--- config.mk ---
export PLATFORM = sky130hd
export DESIGN_NAME = cascade_power_on_sequencer
export DESIGN_NICKNAME = d
export VERILOG_FILES = /design/src/core/cascade_seq_pkg.sv /design/src/core/cascade_power_on_sequencer.sv
export VERILOG_INCLUDE_DIRS = /design/src /design/src/core
export SDC_FILE = /design/constraint.sdc
export NUM_CORES = 1
export LEC_CHECK = 0
export ABC_AREA = 1
export BUFFER_PORTS_ARGS = -buffer_cell sky130_fd_sc_hd__buf_2
export CORE_MARGIN = 1
export CORE_UTILIZATION = 50
export DETAILED_ROUTE_END_ITERATION = 8
export PLACE_DENSITY = 0.66
export SKIP_LAST_GASP = 1
export SYNTH_ARGS = -nofsm -noshare
export SYNTH_HDL_FRONTEND = slang
export SYNTH_SLANG_ARGS = --single-unit
--- constraint.sdc ---
create_clock -name clock -period 5.1 [get_ports clock]
set_clock_uncertainty 0.2 [all_clocks]
set_input_delay 1.02 -clock clock [delete_from_list [all_inputs] [get_ports clock]]
set_output_delay 1.02 -clock clock [all_outputs]
set_load 0.01 [all_outputs]
--- src/core/cascade_seq_defs.svh ---
// constants for the cascade power-on sequencer
// assumes a 125 MHz core clock
`ifndef CASCADE_SEQ_DEFS_SVH
`define CASCADE_SEQ_DEFS_SVH
`define CLK_MHZ          125
`define DLY0_US          1500
`define DLY1_US          12500
`define DLY2_US          25000
`define DLY3_US          50000
`define CFG_WRITE_MS     10
`define TIMER_MAX        23'h7fffff
`define ADDR_CTRL        8'h00
`define ADDR_MODE        8'h04
`define ADDR_CHCFG       8'h08
`define ADDR_ENREG       8'h0c
`define ADDR_ENDEF       8'h10
`define ADDR_STATUS      8'h14
`define ADDR_CHSTAT      8'h18
`define CTRL_PWRON_BIT   0
`define CTRL_AUTO_BIT    1
`define ENDEF_RESET      4'hf
`define RESP_OKAY        2'h0
`define RESP_SLVERR      2'h2
`endif

--- src/core/cascade_seq_pkg.sv ---
// types for the cascade power-on sequencer
// assumes cascade_seq_defs.svh is compiled alongside
package cascade_seq_pkg;
	typedef enum logic [1:0] {
		MODE_NORMAL = 2'h0,
		MODE_ENABLE = 2'h1,
		MODE_BYPASS = 2'h2,
		MODE_MANUAL = 2'h3
	} seqMode_t;
	typedef enum logic [1:0] {
		ST_LOCKED = 2'h0,
		ST_IDLE   = 2'h1,
		ST_SEQ    = 2'h2,
		ST_DONE   = 2'h3
	} seqState_t;
endpackage

--- src/core/cascade_power_on_sequencer.sv ---
// cascade power-on sequencer with axi4-lite register slave
// assumes comparator and pin inputs are asynchronous to clock
//
// Our own choices: the AXI4-Lite interface to the registers and the address map.
`timescale 1ns/100ps
`include "cascade_seq_defs.svh"

// Notes on behaviour
// - outputs held off and start refused while battery is below lockout
// - start on enable pin, serial power-on command, or auto-start at lockout clear
// - pin toggle or power-on command starts only from idle; once done, a faulted channel turns on again when its fault clears
// - each channel picks one of four enable signals independently
// - enable stalls power-on, or turns channel off once all supplies are up
// - each enable comes from the pin or a volatile register bit
// - volatile enable register loads its default when lockout clears
// - each channel takes one of four positions, positions may be shared
// - position counter advances only when outputs exceed their thresholds or are bypassed
// - mode is normal, with-enable, with-bypass or manual, held in storage
// - counter starts at position 0, each channel waits its own delay
// - enabled channels of the current position start soft-start
// - fault monitoring starts after channel rises above its threshold
// - next position delay starts when every non-bypassed channel of the position is above threshold
// - with-enable mode stalls a channel until its enable is asserted
// - bypass mode skips a channel whose enable is low when delay expires
// - a lone bypassed channel advances the counter at once
// - a bypassed channel still turns on when its enable rises later
// - manual channels power on by enable alone
// - manual channels ignore sequencing and faults
module cascade_power_on_sequencer
	import cascade_seq_pkg::*;
#(
	parameter int NCH      = 4,
	parameter int DLY0_CYC = `DLY0_US * `CLK_MHZ,
	parameter int DLY1_CYC = `DLY1_US * `CLK_MHZ,
	parameter int DLY2_CYC = `DLY2_US * `CLK_MHZ,
	parameter int DLY3_CYC = `DLY3_US * `CLK_MHZ
) (
	input  wire logic             clock,
	input  wire logic             nrst,
	input  wire logic             clockEn,
	input  wire logic             lockoutClear,
	input  wire logic             powerEnablePin,
	input  wire logic [NCH-1:0]   uvAbove,
	input  wire logic [NCH-1:0]   faultIn,
	output logic      [NCH-1:0]   chanOn,
	output logic      [NCH-1:0]   monitorOn,
	output logic                  seqDone,
	input  wire logic [7:0]       awaddr,
	input  wire logic             awvalid,
	output logic                  awready,
	input  wire logic [31:0]      wdata,
	input  wire logic [3:0]       wstrb,
	input  wire logic             wvalid,
	output logic                  wready,
	output logic      [1:0]       bresp,
	output logic                  bvalid,
	input  wire logic             bready,
	input  wire logic [7:0]       araddr,
	input  wire logic             arvalid,
	output logic                  arready,
	output logic      [31:0]      rdata,
	output logic      [1:0]       rresp,
	output logic                  rvalid,
	input  wire logic             rready
);
	// refuse widths and delays the logic cannot serve
	if (NCH != 4) begin : genBadNch
		$error("only four channels are supported");
	end
	if (DLY0_CYC < 1 || DLY1_CYC < 1 || DLY2_CYC < 1 || DLY3_CYC < 1) begin : genShortDly
		$error("delays must be at least one cycle");
	end
	if (DLY0_CYC > `TIMER_MAX || DLY1_CYC > `TIMER_MAX || DLY2_CYC > `TIMER_MAX
		|| DLY3_CYC > `TIMER_MAX) begin : genLongDly
		$error("delays must fit the position timer");
	end

	typedef struct packed {
		logic [1:0]       lockSync;
		logic [1:0]       pinSync;
		logic [NCH-1:0]   uvS1;
		logic [NCH-1:0]   uvS2;
		logic [NCH-1:0]   fS1;
		logic [NCH-1:0]   fS2;
		logic             pinPrev;
		seqState_t        state;
		logic [1:0]       pos;
		logic [22:0]      timer;
		logic             timing;
		logic [NCH-1:0]   started;
		logic [NCH-1:0]   bypassed;
		logic [NCH-1:0]   on;
		logic [NCH-1:0]   mon;
		logic             done;
		logic             pwrCmd;
		logic             autoStart;
		seqMode_t         mode;
		logic [7:0]       chanPos;
		logic [7:0]       chanEnSel;
		logic [7:0]       chanDly;
		logic [3:0]       enReg;
		logic [3:0]       enDef;
		logic [3:0]       enSrcPin;
		logic             awGot;
		logic [7:0]       awAddrQ;
		logic             wGot;
		logic [31:0]      wDataQ;
		logic             bValid;
		logic [1:0]       bResp;
		logic             rValid;
		logic [31:0]      rData;
		logic [1:0]       rResp;
	} state_t;

	state_t cur_q;
	state_t nxt_d;

	function automatic logic [22:0] dlyCycles(input logic [1:0] sel);
		unique case (sel)
			2'h0: dlyCycles = 23'(DLY0_CYC);
			2'h1: dlyCycles = 23'(DLY1_CYC);
			2'h2: dlyCycles = 23'(DLY2_CYC);
			2'h3: dlyCycles = 23'(DLY3_CYC);
		endcase
	endfunction

	logic [NCH-1:0] enSig;
	logic [NCH-1:0] inPos;
	logic [NCH-1:0] enAvail;
	logic           pinRise;
	logic           startReq;
	logic           posDone;

	// enable selection per channel
	genvar g;
	generate
		for (g = 0; g < NCH; g++) begin : genEn
			logic [1:0] sel;
			assign sel = cur_q.chanEnSel[2*g+:2];
			// pin or volatile bit as source
			assign enAvail[g] = cur_q.enSrcPin[g] ? cur_q.pinSync[1] : cur_q.enReg[g];
			assign enSig[g] = enAvail[sel];
			assign inPos[g] = (cur_q.chanPos[2*g+:2] == cur_q.pos);
		end
	endgenerate

	assign pinRise = cur_q.pinSync[1] & ~cur_q.pinPrev;
	assign startReq = pinRise | cur_q.pwrCmd;
	assign posDone = &((~inPos) | cur_q.uvS2 | cur_q.bypassed);

	always_comb begin
		logic wrFire;
		logic [31:0] rd;
		logic [22:0] chDly;
		nxt_d = cur_q;
		wrFire = 1'b0;
		rd = 32'h0;
		chDly = 23'h0;
		nxt_d.lockSync = {cur_q.lockSync[0], lockoutClear};
		nxt_d.pinSync = {cur_q.pinSync[0], powerEnablePin};
		nxt_d.uvS1 = uvAbove;
		nxt_d.uvS2 = cur_q.uvS1;
		nxt_d.fS1 = faultIn;
		nxt_d.fS2 = cur_q.fS1;
		nxt_d.pinPrev = cur_q.pinSync[1];
		nxt_d.pwrCmd = 1'b0;

		unique case (cur_q.state)
			ST_LOCKED: begin
				nxt_d.on = '0;
				nxt_d.mon = '0;
				nxt_d.done = 1'b0;
				if (cur_q.lockSync[1]) begin
					nxt_d.enReg = cur_q.enDef;
					nxt_d.state = cur_q.autoStart ? ST_SEQ : ST_IDLE;
					nxt_d.pos = 2'h0;
					nxt_d.started = '0;
					nxt_d.bypassed = '0;
					nxt_d.timer = '0;
				end
			end
			ST_IDLE: begin
				if (startReq) begin
					nxt_d.state = ST_SEQ;
					nxt_d.pos = 2'h0;
					nxt_d.started = '0;
					nxt_d.bypassed = '0;
					nxt_d.timer = '0;
				end
			end
			ST_SEQ: begin
				nxt_d.timer = cur_q.timer + 23'h1;
				for (int i = 0; i < NCH; i++) begin
					chDly = dlyCycles(cur_q.chanDly[2*i+:2]);
					if (cur_q.mode != MODE_MANUAL && inPos[i] && !cur_q.started[i]
						&& !cur_q.bypassed[i] && cur_q.timer + 23'h1 >= chDly) begin
						if (cur_q.mode == MODE_NORMAL || enSig[i]) begin
							nxt_d.started[i] = 1'b1;
							nxt_d.on[i] = 1'b1;
						end else if (cur_q.mode == MODE_BYPASS) begin
							nxt_d.bypassed[i] = 1'b1;
						end
					end
				end
				if (cur_q.mode != MODE_MANUAL && posDone
					&& &(~inPos | cur_q.started | cur_q.bypassed)) begin
					nxt_d.timer = '0;
					if (cur_q.pos == 2'h3) nxt_d.state = ST_DONE;
					else nxt_d.pos = cur_q.pos + 2'h1;
				end
			end
			ST_DONE: begin
				nxt_d.done = 1'b1;
				for (int i = 0; i < NCH; i++) begin
					if (cur_q.mode != MODE_MANUAL && !cur_q.bypassed[i]) nxt_d.on[i] = enSig[i]
						| (cur_q.mode == MODE_NORMAL);
				end
			end
		endcase

		for (int i = 0; i < NCH; i++) begin
			if (cur_q.bypassed[i] && enSig[i] && cur_q.state != ST_LOCKED)
				nxt_d.on[i] = 1'b1;
			if (cur_q.mode == MODE_MANUAL && cur_q.state != ST_LOCKED)
				nxt_d.on[i] = enSig[i];
			if (cur_q.on[i] && cur_q.uvS2[i] && cur_q.mode != MODE_MANUAL)
				nxt_d.mon[i] = 1'b1;
			if (cur_q.mon[i] && cur_q.fS2[i] && cur_q.mode != MODE_MANUAL)
				nxt_d.on[i] = 1'b0;
		end
		if (!cur_q.lockSync[1]) begin
			nxt_d.state = ST_LOCKED;
			nxt_d.on = '0;
		end

		// axi4-lite write channel
		if (awvalid && !cur_q.awGot) begin
			nxt_d.awGot = 1'b1;
			nxt_d.awAddrQ = awaddr;
		end
		if (wvalid && !cur_q.wGot) begin
			nxt_d.wGot = 1'b1;
			nxt_d.wDataQ = wdata;
		end
		if (cur_q.awGot && cur_q.wGot && !cur_q.bValid) begin
			wrFire = 1'b1;
			nxt_d.awGot = 1'b0;
			nxt_d.wGot = 1'b0;
			nxt_d.bValid = 1'b1;
			nxt_d.bResp = `RESP_OKAY;
		end
		if (cur_q.bValid && bready) nxt_d.bValid = 1'b0;
		if (wrFire) begin
			unique case (cur_q.awAddrQ)
				`ADDR_CTRL: begin
					nxt_d.pwrCmd = cur_q.wDataQ[`CTRL_PWRON_BIT] && cur_q.lockSync[1];
					nxt_d.autoStart = cur_q.wDataQ[`CTRL_AUTO_BIT];
				end
				`ADDR_MODE: nxt_d.mode = seqMode_t'(cur_q.wDataQ[1:0]);
				`ADDR_CHCFG: begin
					nxt_d.chanPos = cur_q.wDataQ[7:0];
					nxt_d.chanEnSel = cur_q.wDataQ[15:8];
					nxt_d.chanDly = cur_q.wDataQ[23:16];
				end
				`ADDR_ENREG: nxt_d.enReg = cur_q.wDataQ[3:0];
				`ADDR_ENDEF: begin
					nxt_d.enDef = cur_q.wDataQ[3:0];
					nxt_d.enSrcPin = cur_q.wDataQ[7:4];
				end
				default: nxt_d.bResp = `RESP_SLVERR;
			endcase
		end

		// axi4-lite read channel
		unique case (araddr)
			`ADDR_CTRL:   rd = {30'h0, cur_q.autoStart, 1'b0};
			`ADDR_MODE:   rd = {30'h0, cur_q.mode};
			`ADDR_CHCFG:  rd = {8'h0, cur_q.chanDly, cur_q.chanEnSel, cur_q.chanPos};
			`ADDR_ENREG:  rd = {28'h0, cur_q.enReg};
			`ADDR_ENDEF:  rd = {24'h0, cur_q.enSrcPin, cur_q.enDef};
			`ADDR_STATUS: rd = {26'h0, cur_q.done, cur_q.pos, cur_q.state, cur_q.lockSync[1]};
			`ADDR_CHSTAT: rd = {20'h0, cur_q.bypassed, cur_q.mon, cur_q.on};
			default:      rd = 32'h0;
		endcase
		if (arvalid && !cur_q.rValid) begin
			nxt_d.rValid = 1'b1;
			nxt_d.rData = rd;
			nxt_d.rResp = (araddr[1:0] == 2'h0 && araddr <= `ADDR_CHSTAT)
				? `RESP_OKAY : `RESP_SLVERR;
		end else if (cur_q.rValid && rready) begin
			nxt_d.rValid = 1'b0;
		end
	end

	always_ff @(posedge clock or negedge nrst) begin
		if (!nrst) begin
			cur_q <= '0;
			cur_q.enDef <= `ENDEF_RESET;
		end else if (clockEn) begin
			cur_q <= nxt_d;
		end
	end

	assign chanOn    = cur_q.on;
	assign monitorOn = cur_q.mon;
	assign seqDone   = cur_q.done;
	assign awready   = ~cur_q.awGot;
	assign wready    = ~cur_q.wGot;
	assign bvalid    = cur_q.bValid;
	assign bresp     = cur_q.bResp;
	assign arready   = ~cur_q.rValid;
	assign rvalid    = cur_q.rValid;
	assign rdata     = cur_q.rData;
	assign rresp     = cur_q.rResp;
endmodule

==> results <==
- The power consumption is 4490 uW.
- VDD sags by at most 0.246 mV.
- Once the clock tree was built, the setup fixing pass inserted 0 buffers.
- The area used by multi-input combinational logic is 5750 sq um.
- After detailed routing, the number of vias per cell comes to 5.32.
- The remaining global-route overflow is 0.
- The post-synthesis cell count is 1480.
- STA classifies the critical path endpoint as a flop.
- The power density over cell area is 365 nW/um^2.
- The root buffer cell chosen for the clock tree is clkbuf_16.
- The wire length per cell after detailed routing is 15.9 um.
- The initial cell density of the core is 51.1%.
- The floorplan has 54 rows.
- Entering global routing, the biggest net connects 99 pins.
- The slowest cell on the critical path is dfrtp_1.
- The fraction of synthesis flops using an asynchronous set or reset pin is 100%.
- The number of nets in the layout is 1701.
- The post-cts hold buffer count is 0.
- The tightest hold path in the finished design has a slack of 0.265 ns.
- For this design, the sink count on the clock tree is 168.
- The number of DRC violations after detailed-routing iteration 0 is 711.
- The number of antenna diodes in the final layout is 0.
- The max-slew violation count is 0.
- The clock reaches the later pin of the worst-skew pair after 0.45 ns.
- Setup repair after global routing left no endpoint under its margin.
- The count of nets left with antenna violations once routing finished came out at 0.
- The total negative slack is 0 ns.
- The number of hold violations in the final report is 0.
- After synthesis, the cell types taking the most area are dfrtp_1 37%, nand2_1 13%, ha_1 10%.
- The largest delay contributor family on the critical path is simple AND/OR/NAND/NOR gates.
- The number of H-tree levels is 4.
- Global routing used 26.3% of the available tracks across all layers.
- The fraction of the cycle the final worst path needs is 83.7%.
- The count of different cell masters after synthesis is 47.
- The number of antenna violations at the first check in global routing came to 0.
- The via count is 9739.
- Counting both buffers and inverters, the worst setup path holds a total of 4.
- For the worst setup path, the data required time is 5.23 ns.
- The cell with the most instances after synthesis is nand2_1.
- STA classifies the critical path startpoint as a flop.
- Summed over all layers, the routed wires come to 29.1 mm.
- Routability-driven placement finished with a final weighted congestion of 0.986.
- The horizontal die dimension is 152 um.
- The number of I/O port buffers is 98.
- The area taken by flip-flops and latches is 4210 sq um.
- The critical-path maximum fanout is 8.
- In the synthesized netlist, the cells that appear most often are 374 x nand2_1, 207 x inv_1, 164 x dfrtp_1.
- The die outline height is 152 um.
- The area added between synthesis and finish is 10.2%.
- The synthesized netlist occupies a cell area of 11200 sq um.
- After clock tree synthesis, the clock-pin slew on the worst setup and hold paths is 0.08 ns.
- The post-layout utilization of the core is 56.2%.
- The count of boundary I/O pins is 120.
- The cell leakage power is 0.00643 uW.
- The critical path data arrival time is 4.40 ns.
- Counting along the longest clock path gives a buffer depth of 2.
- The filler cell count is 2086.
- The share of the Yosys chip area taken by registers is 37.7%.
- The clock tree from TritonCTS is yes.
- The finished cells cover 12300 sq um.
- The number of gates resized after CTS was 0.
- The run finished with clean final reports.
- Setup violations remaining at the end of the flow were counted as 0.
- The worst setup path is of the reg2reg kind.
- The max-capacitance violation count is 0.
- The most repeated library cell on the critical path is nand2_1.
- The maximum achievable frequency is 234 MHz.
- The floorplan die area is 23000 sq um.
- The area share of the largest cell type after synthesis is 36.7%.
- The dominant synthesized flop cell is dfrtp_1.
- In this run, CTS created clock tree buffers numbering 17.
- After detailed routing, the number of remaining DRC violations is 0.
- In this run the mean area of a mapped cell was 7.55 sq um.
- Synthesis inferred 168 register bits.
- At the pin with the least slew margin, the transition time is 0.940 ns.
- The biggest cell delay along the critical path is 0.57 ns.
- The wire length of the first global-routing pass is 46.3 mm.
- The fraction of final layout cells with drive strength greater than 1 is 12.4%.
- The normalized max-slew margin is 37.2%.
- The area of placed instances is 11700 sq um.
- The number of detailed-route iterations in the first pass is 7.
- The number of enable flip-flop cells after synthesis is 0.
- The half-perimeter wire length after detailed placement is 22.1 mm.
- The core region is 21900 sq um.
- The class of the worst hold path is reg2reg.
- The cell type contributing the most total cell area after synthesis is dfrtp_1.
- The count of synthesis-stage warnings from yosys is 0.
- The clock period minus worst slack is 4.27 ns.
- The number of global-route vias before repair is 9034.
-- sequential cells by signal (all words and copies together) (netlist names), named ones only --
signal     count
bresp          1
bvalid         1
chanOn         4
cur_q        130
monitorOn      4
rdata         24
rresp          1
rvalid         1
seqDone        1
-- per-layer routing --
layer  GRT usage [%]  part of all wire, %
met1            38.5                   49
met2            39.5                   43
met3            5.00                  6.9
met4            7.87                  1.8
met5               0                    0
-- worst min-delay path: cells and delay by family (launching register included) --
| kind | cells | cell delay, ns |
|---|---|---|
| buf+inv | 1 | 0.04 |
| flops | 1 | 0.34 |
| simple gates | 1 | 0.05 |
-- final cells by class --
| class | count | share of cell area (%) |
|---|---|---|
| clock buffers | 17 | 3.46 |
| clock inverters | 15 | 1.59 |
| inverters | 211 | 6.43 |
| multi-input cells | 1033 | 46.7 |
| flip-flops and latches | 168 | 34.2 |
| well taps | 280 | 2.85 |
| repair buffers | 108 | 4.75 |
-- report_power, final --
group	leakage, uW	switching (uW)	internal (uW)	total [uW]
registers	0.00212	202	1590	1790
clock network	0.000295	665	670	1330
logic	0.00401	876	488	1360
total	0.00643	1740	2750	4490
-- path summary, 6_finish.rpt --
path,slack [ns],cells after the start,startpoint,endpoint
setup reg to reg,0.83,28,cur_q[138],chanOn[2]
setup / recovery,0.83,28,cur_q[138],chanOn[2]
min in group asynchronous,0.36,1,nrst,cur_q[144]
hold reg to reg,0.27,2,bresp[0],bresp[0]
hold / removal,0.27,2,bresp[0],bresp[0]
max in group asynchronous,3.38,2,nrst,cur_q[159]
-- placed cells by master, fill, tap and decap left out, types with 5 or more instances in the layout --
cell type  count
conb_1         9
o22ai_1       25
dfrtp_1      164
ha_1          92
a21oi_1       58
a221oi_1       6
mux2_2        20
clkbuf_16     17
o21bai_1       7
clkinv_8       7
xor2_1        16
buf_4          9
o211ai_1       9
inv_1        207
nand3_1       95
o31ai_1       16
nand4_1       20
o21ai_0       77
buf_2         97
nor2_1       122
nand2_1      374
nand2_2        5
nor3_1        22
a211oi_1      11
nand3_2        5
-- metrics by stage --
stage	std cells	setup slack (ns)
CTS	1832	0.840
global placement	1800	0.964
floorplan	1488	1.52
detailed placement	1800	0.864
global route	1832	0.459
finish	1832	0.830
-- cell families after synthesis --
family,count (synthesis),share of synthesized area (%)
mux,21,2.10
compound gates,227,12.0
xor+xnor,20,1.57
flops,168,37.7
buf+inv,287,11.2
simple gates,664,25.2
other cells,1,0.0336
fa+ha+maj,92,10.3
(Power assumes the default switching activity.)
